**src/pkg/edge_disk_pkg.sv**
```systemverilog
// Package: register map, reset values, field layout and bus carriers
package edge_disk_pkg;

    // ------------------------------------------------------------------
    // Register indices and byte addresses (byte address = 4 * index)
    // ------------------------------------------------------------------
    localparam int             AXI_ADDR_BITS    = 10;
    localparam logic [7:0]     IDX_MISC_STATUS  = 8'h1C;
    localparam logic [7:0]     IDX_RESERVED_A   = 8'h1D;
    localparam logic [7:0]     IDX_FORCE_CHANGE = 8'h1E;
    localparam logic [7:0]     IDX_IRQ_STATUS   = 8'h20;
    localparam logic [7:0]     IDX_IRQ_MASK     = 8'h21;
    localparam logic [9:0]     ADDR_MISC_STATUS  = {IDX_MISC_STATUS, 2'h0};
    localparam logic [9:0]     ADDR_RESERVED_A   = {IDX_RESERVED_A, 2'h0};
    localparam logic [9:0]     ADDR_FORCE_CHANGE = {IDX_FORCE_CHANGE, 2'h0};
    localparam logic [9:0]     ADDR_IRQ_STATUS   = {IDX_IRQ_STATUS, 2'h0};
    localparam logic [9:0]     ADDR_IRQ_MASK     = {IDX_IRQ_MASK, 2'h0};

    // ------------------------------------------------------------------
    // Reset values and field positions
    // ------------------------------------------------------------------
    localparam logic [5:0]     MISC_RESET       = 6'h00;
    localparam logic [1:0]     FORCE_RESET      = 2'h1;
    localparam logic [7:0]     IRQ_STATUS_RESET = 8'h00;
    localparam logic [7:0]     IRQ_MASK_RESET   = 8'h00;
    localparam int             EDGE_COUNT       = 6;
    localparam int             FORCE_DRIVE0_BIT = 0;
    localparam int             FORCE_DRIVE1_BIT = 1;
    localparam int             IRQ_FORCE0_BIT   = 6;
    localparam int             IRQ_FORCE1_BIT   = 7;

    // Positions in the synchroniser vector
    localparam int             PIN_COUNT        = 10;
    localparam int             PIN_STEP         = 6;
    localparam int             PIN_SEL0         = 7;
    localparam int             PIN_SEL1         = 8;
    localparam int             PIN_MEDIA        = 9;
    localparam logic [9:0]     PIN_IDLE_LEVEL   = 10'h3C0;
    localparam int             SYNC_ARM_CYCLES  = 2;

    // AXI response codes
    localparam logic [1:0]     RESP_OKAY        = 2'h0;
    localparam logic [1:0]     RESP_SLVERR      = 2'h2;

    // ------------------------------------------------------------------
    // Carriers
    // ------------------------------------------------------------------
    typedef struct packed {
        logic [9:0]  awaddr;
        logic        awvalid;
        logic [31:0] wdata;
        logic [3:0]  wstrb;
        logic        wvalid;
        logic        bready;
        logic [9:0]  araddr;
        logic        arvalid;
        logic        rready;
    } axi_lite_req_type;

    typedef struct packed {
        logic        awready;
        logic        wready;
        logic        bvalid;
        logic [1:0]  bresp;
        logic        arready;
        logic        rvalid;
        logic [31:0] rdata;
        logic [1:0]  rresp;
    } axi_lite_rsp_type;

    typedef struct packed {
        logic headStepStrobe_n;
        logic drive0SelectStrobe_n;
        logic drive1SelectStrobe_n;
        logic driveMediaChangedInput_n;
    } floppy_pins_type;

    typedef struct packed {
        axi_lite_rsp_type rsp;
        logic             awHeld;
        logic [9:0]       awAddr;
        logic             wHeld;
        logic [31:0]      wData;
        logic [3:0]       wStrb;
        logic [5:0]       miscStatus;
        logic [1:0]       forceChange;
        logic [7:0]       irqStatus;
        logic [7:0]       irqMask;
        logic             irq;
        logic             diskChanged;
    } regs_state_type;

endpackage

```
**src/design/edge_status_disk_change.sv**
```systemverilog
// Edge status, forced disk change and interrupt registers on AXI4-Lite
//
// The AXI4-Lite slave port was chosen for this implementation.
`timescale 1ns/10ps

// Contract
// Writing one to any of misc status bits 5..0 clears it, zero keeps it.
// Status bits 0..2 set on any edge of edge inputs 0..2.
// Status bits 3..5 set on any edge of edge inputs 3..5.
// Misc status bits 7..6 always read as zero.
// The reserved slot at index 1D reads as zero.
// Force bit 0 acts for drive 0 and bit 1 for drive 1, one active.
// Software sets a force bit by writing one and cannot clear it.
// Force bit 0 is cleared by head step or drive 0 select activity.
// Force bit 1 is cleared by head step or drive 1 select activity.
// Disk changed is media OR force 0 on drive 0 OR force 1 on drive 1.
// Pins are synchronised before edge detection and a set beats a clear.
module edge_status_disk_change
    import edge_disk_pkg::*;
(
    input  wire logic              clk,
    input  wire logic              ce,
    input  wire logic              rst_n,
    input  wire logic              standbyRst_n,
    input  wire axi_lite_req_type  axiReq,
    output      axi_lite_rsp_type  axiRsp,
    input  wire logic [5:0]        edgeInputPin,
    input  wire floppy_pins_type   floppyPins,
    output      logic              diskChangedStatusBit,
    output      logic              irq
);

    regs_state_type   state;
    regs_state_type   next_state;
    logic [9:0]       pinLevel;
    logic [9:0]       pinRise;
    logic [9:0]       pinFall;
    logic [5:0]       edgeEvt;
    logic             clr0;
    logic             clr1;
    logic             awHs;
    logic             wHs;
    logic             arHs;
    logic             doWrite;
    logic [9:0]       wrAddr;
    logic [31:0]      wrData;
    logic [3:0]       wrStrb;
    logic             wrLane;
    logic [5:0]       miscClr;
    logic [1:0]       forceSet;
    logic [7:0]       irqClr;
    logic             maskWrite;
    logic [1:0]       forceNew;
    logic             dcNext;
    logic [5:0]       clearOnly;
    logic [5:0]       bothHit;
    logic [2:0]       edgeLow;
    logic [2:0]       edgeHigh;

    // ------------------------------------------------------------------
    // Pin synchronisation and edge detection
    // ------------------------------------------------------------------
    pin_sync_edge #(
        .WIDTH      (PIN_COUNT),
        .IDLE_LEVEL (PIN_IDLE_LEVEL)
    ) u_sync (
        .clk   (clk),
        .ce    (ce),
        .rst_n (rst_n & standbyRst_n),
        .pinIn ({floppyPins.driveMediaChangedInput_n,
                 floppyPins.drive1SelectStrobe_n,
                 floppyPins.drive0SelectStrobe_n,
                 floppyPins.headStepStrobe_n,
                 edgeInputPin}),
        .level (pinLevel),
        .rise  (pinRise),
        .fall  (pinFall)
    );

    // Either-edge events per edge input
    assign edgeEvt = pinRise[EDGE_COUNT-1:0] | pinFall[EDGE_COUNT-1:0];
    assign edgeLow  = edgeEvt[2:0];
    assign edgeHigh = edgeEvt[5:3];

    // Strobe release ends the forced indication
    assign clr0 = pinRise[PIN_STEP] | pinRise[PIN_SEL0];
    assign clr1 = pinRise[PIN_STEP] | pinRise[PIN_SEL1];

    // ------------------------------------------------------------------
    // AXI4-Lite handshakes and write decode
    // ------------------------------------------------------------------
    assign awHs    = axiReq.awvalid & state.rsp.awready;
    assign wHs     = axiReq.wvalid & state.rsp.wready;
    assign arHs    = axiReq.arvalid & state.rsp.arready;
    assign doWrite = (state.awHeld | awHs) & (state.wHeld | wHs);
    assign wrAddr  = state.awHeld ? state.awAddr : axiReq.awaddr;
    assign wrData  = state.wHeld ? state.wData : axiReq.wdata;
    assign wrStrb  = state.wHeld ? state.wStrb : axiReq.wstrb;
    assign wrLane  = doWrite & wrStrb[0]; // Only byte lane 0 holds data

    // Per-register write effects
    assign miscClr   = (wrLane && wrAddr == ADDR_MISC_STATUS)
                       ? wrData[5:0] : 6'h00;
    assign forceSet  = (wrLane && wrAddr == ADDR_FORCE_CHANGE)
                       ? wrData[1:0] : 2'h0;
    assign irqClr    = (wrLane && wrAddr == ADDR_IRQ_STATUS)
                       ? wrData[7:0] : 8'h00;
    assign maskWrite = wrLane && wrAddr == ADDR_IRQ_MASK;

    // Force bits: hardware clear, software set wins
    assign forceNew = (state.forceChange & ~{clr1, clr0}) | forceSet;

    // Disk changed: media pin low, or forced and selected
    assign dcNext = ~pinLevel[PIN_MEDIA]
                  | (~pinLevel[PIN_SEL0] & forceNew[FORCE_DRIVE0_BIT])
                  | (~pinLevel[PIN_SEL1] & forceNew[FORCE_DRIVE1_BIT]);

    // Helpers for checks
    assign clearOnly = miscClr & ~edgeEvt;
    assign bothHit   = miscClr & edgeEvt;

    // ------------------------------------------------------------------
    // Read decode
    // ------------------------------------------------------------------
    function automatic logic [33:0] readMux(input logic [9:0] addr,
                                            input regs_state_type s);
        logic [33:0] result;
        result = {RESP_OKAY, 32'h0000_0000};
        case (addr)
            ADDR_MISC_STATUS:  result[5:0] = s.miscStatus;
            ADDR_RESERVED_A:   result[31:0] = 32'h0000_0000;
            ADDR_FORCE_CHANGE: result[1:0] = s.forceChange;
            ADDR_IRQ_STATUS:   result[7:0] = s.irqStatus;
            ADDR_IRQ_MASK:     result[7:0] = s.irqMask;
            default:           result[33:32] = RESP_SLVERR;
        endcase
        return result;
    endfunction

    function automatic logic mapped(input logic [9:0] addr);
        logic hit;
        hit = 1'b0;
        case (addr)
            ADDR_MISC_STATUS,
            ADDR_RESERVED_A,
            ADDR_FORCE_CHANGE,
            ADDR_IRQ_STATUS,
            ADDR_IRQ_MASK:     hit = 1'b1;
            default:           hit = 1'b0;
        endcase
        return hit;
    endfunction

    // ------------------------------------------------------------------
    // Next state
    // ------------------------------------------------------------------
    always_comb
    begin
        next_state = state;
        if (ce)
        begin
            // Write channel holding and response
            if (state.rsp.bvalid && axiReq.bready)
            begin
                next_state.rsp.bvalid = 1'b0;
            end
            if (doWrite)
            begin
                next_state.awHeld     = 1'b0;
                next_state.wHeld      = 1'b0;
                next_state.rsp.bvalid = 1'b1;
                next_state.rsp.bresp  = mapped(wrAddr) ? RESP_OKAY
                                                       : RESP_SLVERR;
            end
            else
            begin
                if (awHs)
                begin
                    next_state.awHeld = 1'b1;
                    next_state.awAddr = axiReq.awaddr;
                end
                if (wHs)
                begin
                    next_state.wHeld = 1'b1;
                    next_state.wData = axiReq.wdata;
                    next_state.wStrb = axiReq.wstrb;
                end
            end
            next_state.rsp.awready = ~next_state.awHeld
                                   & ~next_state.rsp.bvalid;
            next_state.rsp.wready  = ~next_state.wHeld
                                   & ~next_state.rsp.bvalid;

            // Read channel, answered right after the address edge
            if (state.rsp.rvalid && axiReq.rready)
            begin
                next_state.rsp.rvalid = 1'b0;
            end
            if (arHs)
            begin
                next_state.rsp.rvalid = 1'b1;
                {next_state.rsp.rresp, next_state.rsp.rdata} =
                    readMux(axiReq.araddr, state);
            end
            next_state.rsp.arready = ~next_state.rsp.rvalid;

            // Sticky edge status, set beats write-one clear
            next_state.miscStatus = (state.miscStatus & ~miscClr)
                                  | edgeEvt;

            // Force bits and disk changed indication
            next_state.forceChange = forceNew;
            next_state.diskChanged = dcNext;

            // Interrupt status: edges and hardware force drops
            next_state.irqStatus = (state.irqStatus & ~irqClr)
                                 | {forceSet[1] ? 1'b0
                                    : state.forceChange[1] & clr1,
                                    forceSet[0] ? 1'b0
                                    : state.forceChange[0] & clr0,
                                    edgeEvt};
            if (maskWrite)
            begin
                next_state.irqMask = wrData[7:0];
            end
            next_state.irq = |(next_state.irqStatus & next_state.irqMask);
        end

        // Main supply reset
        if (!rst_n)
        begin
            next_state.rsp         = '0;
            next_state.awHeld      = 1'b0;
            next_state.awAddr      = 10'h000;
            next_state.wHeld       = 1'b0;
            next_state.wData       = 32'h0000_0000;
            next_state.wStrb       = 4'h0;
            next_state.forceChange = FORCE_RESET;
            next_state.irqStatus   = IRQ_STATUS_RESET;
            next_state.irqMask     = IRQ_MASK_RESET;
            next_state.irq         = 1'b0;
            next_state.diskChanged = 1'b0;
        end

        // Standby supply reset keeps edge status apart
        if (!standbyRst_n)
        begin
            next_state.miscStatus = MISC_RESET;
        end
    end

    // State register
    always_ff @(posedge clk)
    begin
        state <= next_state;
    end

    // Outputs straight from flops
    assign axiRsp               = state.rsp;
    assign diskChangedStatusBit = state.diskChanged;
    assign irq                  = state.irq;
endmodule // edge_status_disk_change

```
**src/design/pin_sync_edge.sv**
```systemverilog
// Two-flop pin synchroniser with armed rise and fall detection
`timescale 1ns/10ps

module pin_sync_edge
    import edge_disk_pkg::*;
#(
    parameter int               WIDTH      = PIN_COUNT,
    parameter logic [WIDTH-1:0] IDLE_LEVEL = '0
)
(
    input  wire logic             clk,
    input  wire logic             ce,
    input  wire logic             rst_n,
    input  wire logic [WIDTH-1:0] pinIn,
    output      logic [WIDTH-1:0] level,
    output      logic [WIDTH-1:0] rise,
    output      logic [WIDTH-1:0] fall
);

    typedef struct packed {
        logic [WIDTH-1:0] meta;
        logic [WIDTH-1:0] stable;
        logic [WIDTH-1:0] prev;
        logic [1:0]       armCount;
    } sync_state_type;

    sync_state_type state;
    sync_state_type next_state;
    logic           armed;

    // ------------------------------------------------------------------
    // Elaboration check
    // ------------------------------------------------------------------
    if (WIDTH < 1)
    begin : g_bad_width
        $error("pin_sync_edge needs at least one pin");
    end

    // Edges count once stable holds a sampled level; prev may still hold IDLE_LEVEL then
    assign armed = (state.armCount >= 2'(SYNC_ARM_CYCLES));

    // Per-bit edge decode from the second and third stages
    for (genvar i = 0; i < WIDTH; i++)
    begin : g_bit
        assign level[i] = state.stable[i];
        assign rise[i]  = armed & state.stable[i] & ~state.prev[i];
        assign fall[i]  = armed & ~state.stable[i] & state.prev[i];
    end

    // Shift chain; meta feeds stable only
    always_comb
    begin
        next_state = state;
        if (ce)
        begin
            next_state.meta   = pinIn;
            next_state.stable = state.meta;
            next_state.prev   = state.stable;
            if (!armed)
            begin
                next_state.armCount = state.armCount + 2'h1;
            end
        end
        if (!rst_n)
        begin
            next_state.meta     = IDLE_LEVEL;
            next_state.stable   = IDLE_LEVEL;
            next_state.prev     = IDLE_LEVEL;
            next_state.armCount = 2'h0;
        end
    end

    // State register
    always_ff @(posedge clk)
    begin
        state <= next_state;
    end

endmodule // pin_sync_edge

```
**config.mk**
```make
export PLATFORM = sky130hd
export DESIGN_NAME = edge_status_disk_change
export DESIGN_NICKNAME = d
export VERILOG_FILES = /design/src/pkg/edge_disk_pkg.sv /design/src/design/edge_status_disk_change.sv /design/src/design/pin_sync_edge.sv
export SDC_FILE = /design/constraint.sdc
export NUM_CORES = 1
export LEC_CHECK = 0
export BUFFER_PORTS_ARGS = -buffer_cell sky130_fd_sc_hd__buf_2
export CORE_UTILIZATION = 46
export CTS_CLUSTER_DIAMETER = 80
export CTS_CLUSTER_SIZE = 25
export DETAILED_ROUTE_END_ITERATION = 7
export PLACE_DENSITY = 0.81
export SLEW_MARGIN = 15
export SYNTH_ARGS = -nofsm -noshare
export SYNTH_HDL_FRONTEND = slang
export SYNTH_SLANG_ARGS = --single-unit
```
**constraint.sdc**
```tcl
create_clock -name clk -period 4.7 [get_ports clk]
set_input_delay 0.94 -clock clk [delete_from_list [all_inputs] [get_ports clk]]
set_output_delay 0.94 -clock clk [all_outputs]
set_load 0.1 [all_outputs]
```
==> summary.txt <==
Run status
  • Status: complete, no violations

Worst setup path
  • Critical Path Sink Type: flop
  • Crit path max fanout: 9
  • Worst r2r src: state[73]$_SDFFE_PN0P_
  • Slowest CP cell: or4_4
  • Crit-path max cell delay: 0.55 ns
  • Worst path cell trace: buf_2, or4_4, a2111oi_4, o211ai_4, o21ai_0, a221oi_1, nor4_1, a41oi_1
  • Critical Path RT: 4.93 ns
  • Startpoint types: input pin
  • Critical Path AT: 3.08 ns
  • Worst R2R Path Depth: 6
  • Worst r2r dst: irq$_SDFFE_PN0P_
  • Reg2Reg Setup Slack: 1.97 ns
  • WS Path Type: input pin to flop

Route
  • Antenna Nets Post-Route: 0
  • Via count: 3672
  • Wirelength, routed: 9970 microns
  • Avg WL per Cell: 14.6 microns
  • Detailed Route Iter0 Violations: 148
  • DRC errors left: 0
  • TritonRoute pass-1 iters: 5
  • Via-to-Cell Ratio: 5.38

Global route
  • Largest net degree at the start of global routing: 51
  • Antenna violations before repair: 0
  • GRT overflow: 0
  • Vias in the first global route: 3410
  • First-pass GRT wire length: 16100 microns
  • Total track usage: 19.8%

Timing
  • Least-Margin Pin Slew: 1.12 ns
  • Max Clk Rate: 350 MHz
  • RSZ-0062 raised after global routing: no
  • Layout Skew: 0.00638 ns
  • Period utilisation layout: 60.8%
  • Tmin final: 2.86 ns
  • Setup slack after layout: 1.84 ns
  • Fin. Hold Viols: 0
  • Fin. max-slew vios: 0
  • Worst slew margin: 25.4%
  • Total Neg Setup Slack: 0 ns
  • Final setup vio count: 0

Clocking
  • H-tree depth: 3
  • # hold bufs at CTS: 0
  • Sink Count: 93
  • CTS buffer count: 9
  • Worst skew pair latency: 0.36 ns
  • CTS tree: done
  • Clock Path Buffers: 2
  • Setup bufs post-CTS: 0
  • CTS clock-pin slew for the worst setup and hold paths: 0.08 ns
  • Post-CTS Resized: 0
  • Root buf cell: clkbuf_8

Synthesis
  • Count of cell types in the netlist: 60
  • Cell count after synthesis: 509
  • Most used standard cell by instance count after synthesis: dfxtp_1
  • Mapped Avg Cell Area: 9.04 sq um
  • Seq/Total Area, Yosys: 40.5%
  • Top post-synthesis cells by area: dfxtp_1, mux2i_1, buf_4
  • Synth cell count leaders: dfxtp_1, nor2_1, mux2i_1, buf_4, nand2_1
  • Post-synthesis xor/xnor area fraction: 1.33%
  • Post-synth EDFFs: 0
  • Largest family of logic cells by synthesized area: simple AND/OR/NAND/NOR gates
  • Ys async rst share: 0%
  • Yosys top cell area share: 40.5%
  • Synth warnings: 0
  • Primary FF master, synth: dfxtp_1
  • Compound-gate portion of the synthesized area: 14.8%
  • Synth Register Bits: 93
  • Synth area leader: dfxtp_1
  • Mapped cell area: 4600 sq um
  • Post-synthesis simple-gate area fraction: 17.1%
  • Synth Area in Adders: 0.272%
  • Mux contribution to synthesized area: 14.7%

Cells and area
  • Storage element area: 1860 sq um
  • Final nets: 623
  • Area Growth Syn to Fin: 7.29%
  • Ant. Diodes: 0
  • Fillers: 907
  • Area occupied by multi-input gates: 2320 sq um
  • Layout Utilization: 50.7%
  • Layout cells sized above 1: 17.5%

Place
  • Post-DP HPWL: 7110 microns
  • IO buf count: 64
  • GP Congestion: 0.869
  • Post-place setup slack: 1.45 ns

Pwr
  • Reg power frac: 49.6%
  • Internal power: 1160 uW
  • Power per cell area: 335 nW/um^2
  • Static leakage: 0.00196 uW
  • Power share of the combinational group: 16.4%
  • Peak supply drop: 0.000137 V
  • Sw frac: 30.2%
  • Clock power frac: 34.0%
  • Post-layout power: 1650 uW
  • Switch Pwr: 499 uW

Floorplan
  • Die area: 10400 sq um
  • Core ar.: 9730 sq um
  • Die H: 102 microns
  • Starting Density: 47.3%
  • Chip width: 102 microns
  • Row count: 36
  • Num ports: 118

Hold path
  • Worst Hold End: diskChangedStatusBit$_SDFFE_PN0P_
  • Hold Path Class: flop to flop
  • Hold Path Stages: 1
  • Hold_sp: u_sync.level[9]$_SDFFE_PN1P_

Run
  • Max cap viols: 0
[flip-flops by register name, indices dropped and copies added, names as in the netlist]
signal / cells
diskChangedStatusBit: 1
u_sync.level: 10
irq: 1
axiRsp: 15
state: 45
u_sync.state: 21
[layer usage]
metal | vias up | wire length [microns] | GRT usage (%)
met3 | 17 | 495 | 3.35
met5 | - | 0 | 0
met2 | 111 | 4800 | 32.7
li1 | 1804 | - | -
met4 | 0 | 199 | 8.24
met1 | 1740 | 4480 | 25.6
[layout make-up]
cell class / count / share of cell area, %
multi-input combinational: 364 / 47.0
timing repair buffer: 66 / 6.79
tap: 133 / 3.37
clock inverter: 5 / 1.57
sequential: 93 / 37.7
clock buffer: 9 / 2.51
inverter: 13 / 0.989
[cells in the final DEF (no fill, tap or decap), types with 3 or more instances in the layout]
cell	n
a211oi_1	10
a21boi_0	5
a21oi_1	18
a221oi_1	8
and2_1	3
buf_2	64
clkbuf_8	9
conb_1	26
dfxtp_1	93
inv_1	13
mux2_2	4
mux2i_1	63
nand2_1	34
nand2b_1	5
nand3_1	12
nand4_1	3
nor2_1	77
nor3_1	7
nor4_1	3
nor4b_1	3
o2111ai_1	3
o211ai_1	3
o21a_1	4
o21ai_0	25
o21ai_1	4
xnor2_1	3
xor2_1	4
[power by group through the flow]
stage	Combinational, uW	Sequential, uW	Clock [uW]
5_1_grt	288	823	601
3_5_place_dp	269	839	0
4_1_cts	270	820	568
3_3_place_gp	264	837	0
6_report	271	821	563
2_1_floorplan	245	838	0
[worst max path at each step]
stage,start,endpoint,slack [ns],cells after the start
after floorplan,axiReq[55],irq$_SDFFE_PN0P_,1.88,7
after global placement,axiReq[55],irq$_SDFFE_PN0P_,1.48,7
after detailed placement,axiReq[55],irq$_SDFFE_PN0P_,1.45,7
after CTS,axiReq[55],irq$_SDFFE_PN0P_,1.84,7
after global routing,axiReq[55],state[3]$_SDFFE_PN0P_,1.69,7
final,axiReq[51],irq$_SDFFE_PN0P_,1.84,8
[through the flow]
stage	std cells	area [sq um]	hold WS, ns
3_5_place_dp	669	4730	0.453
4_1_cts	683	4930	0.469
5_1_grt	683	4940	0.490
2_1_floorplan	534	4690	0.413
3_3_place_gp	669	4730	0.439
6_report	683	4940	0.473
[logic make-up after synthesis]
logic type	after synthesis
multiplexers	67
other	1
adder cells (fa/ha/maj)	1
XOR/XNOR	7
AND/OR/NAND/NOR	165
buffers and inverters	77
AO/OA/AOI/OAI	98
flip-flops	93
[critical path, delay by kind of cell]
family                 cells  cell delay (ns)
AO/OA/AOI/OAI              5             1.17
buffers and inverters      1             0.11
AND/OR/NAND/NOR            2             0.85
Note: power is estimated with default switching activity, not from simulation.
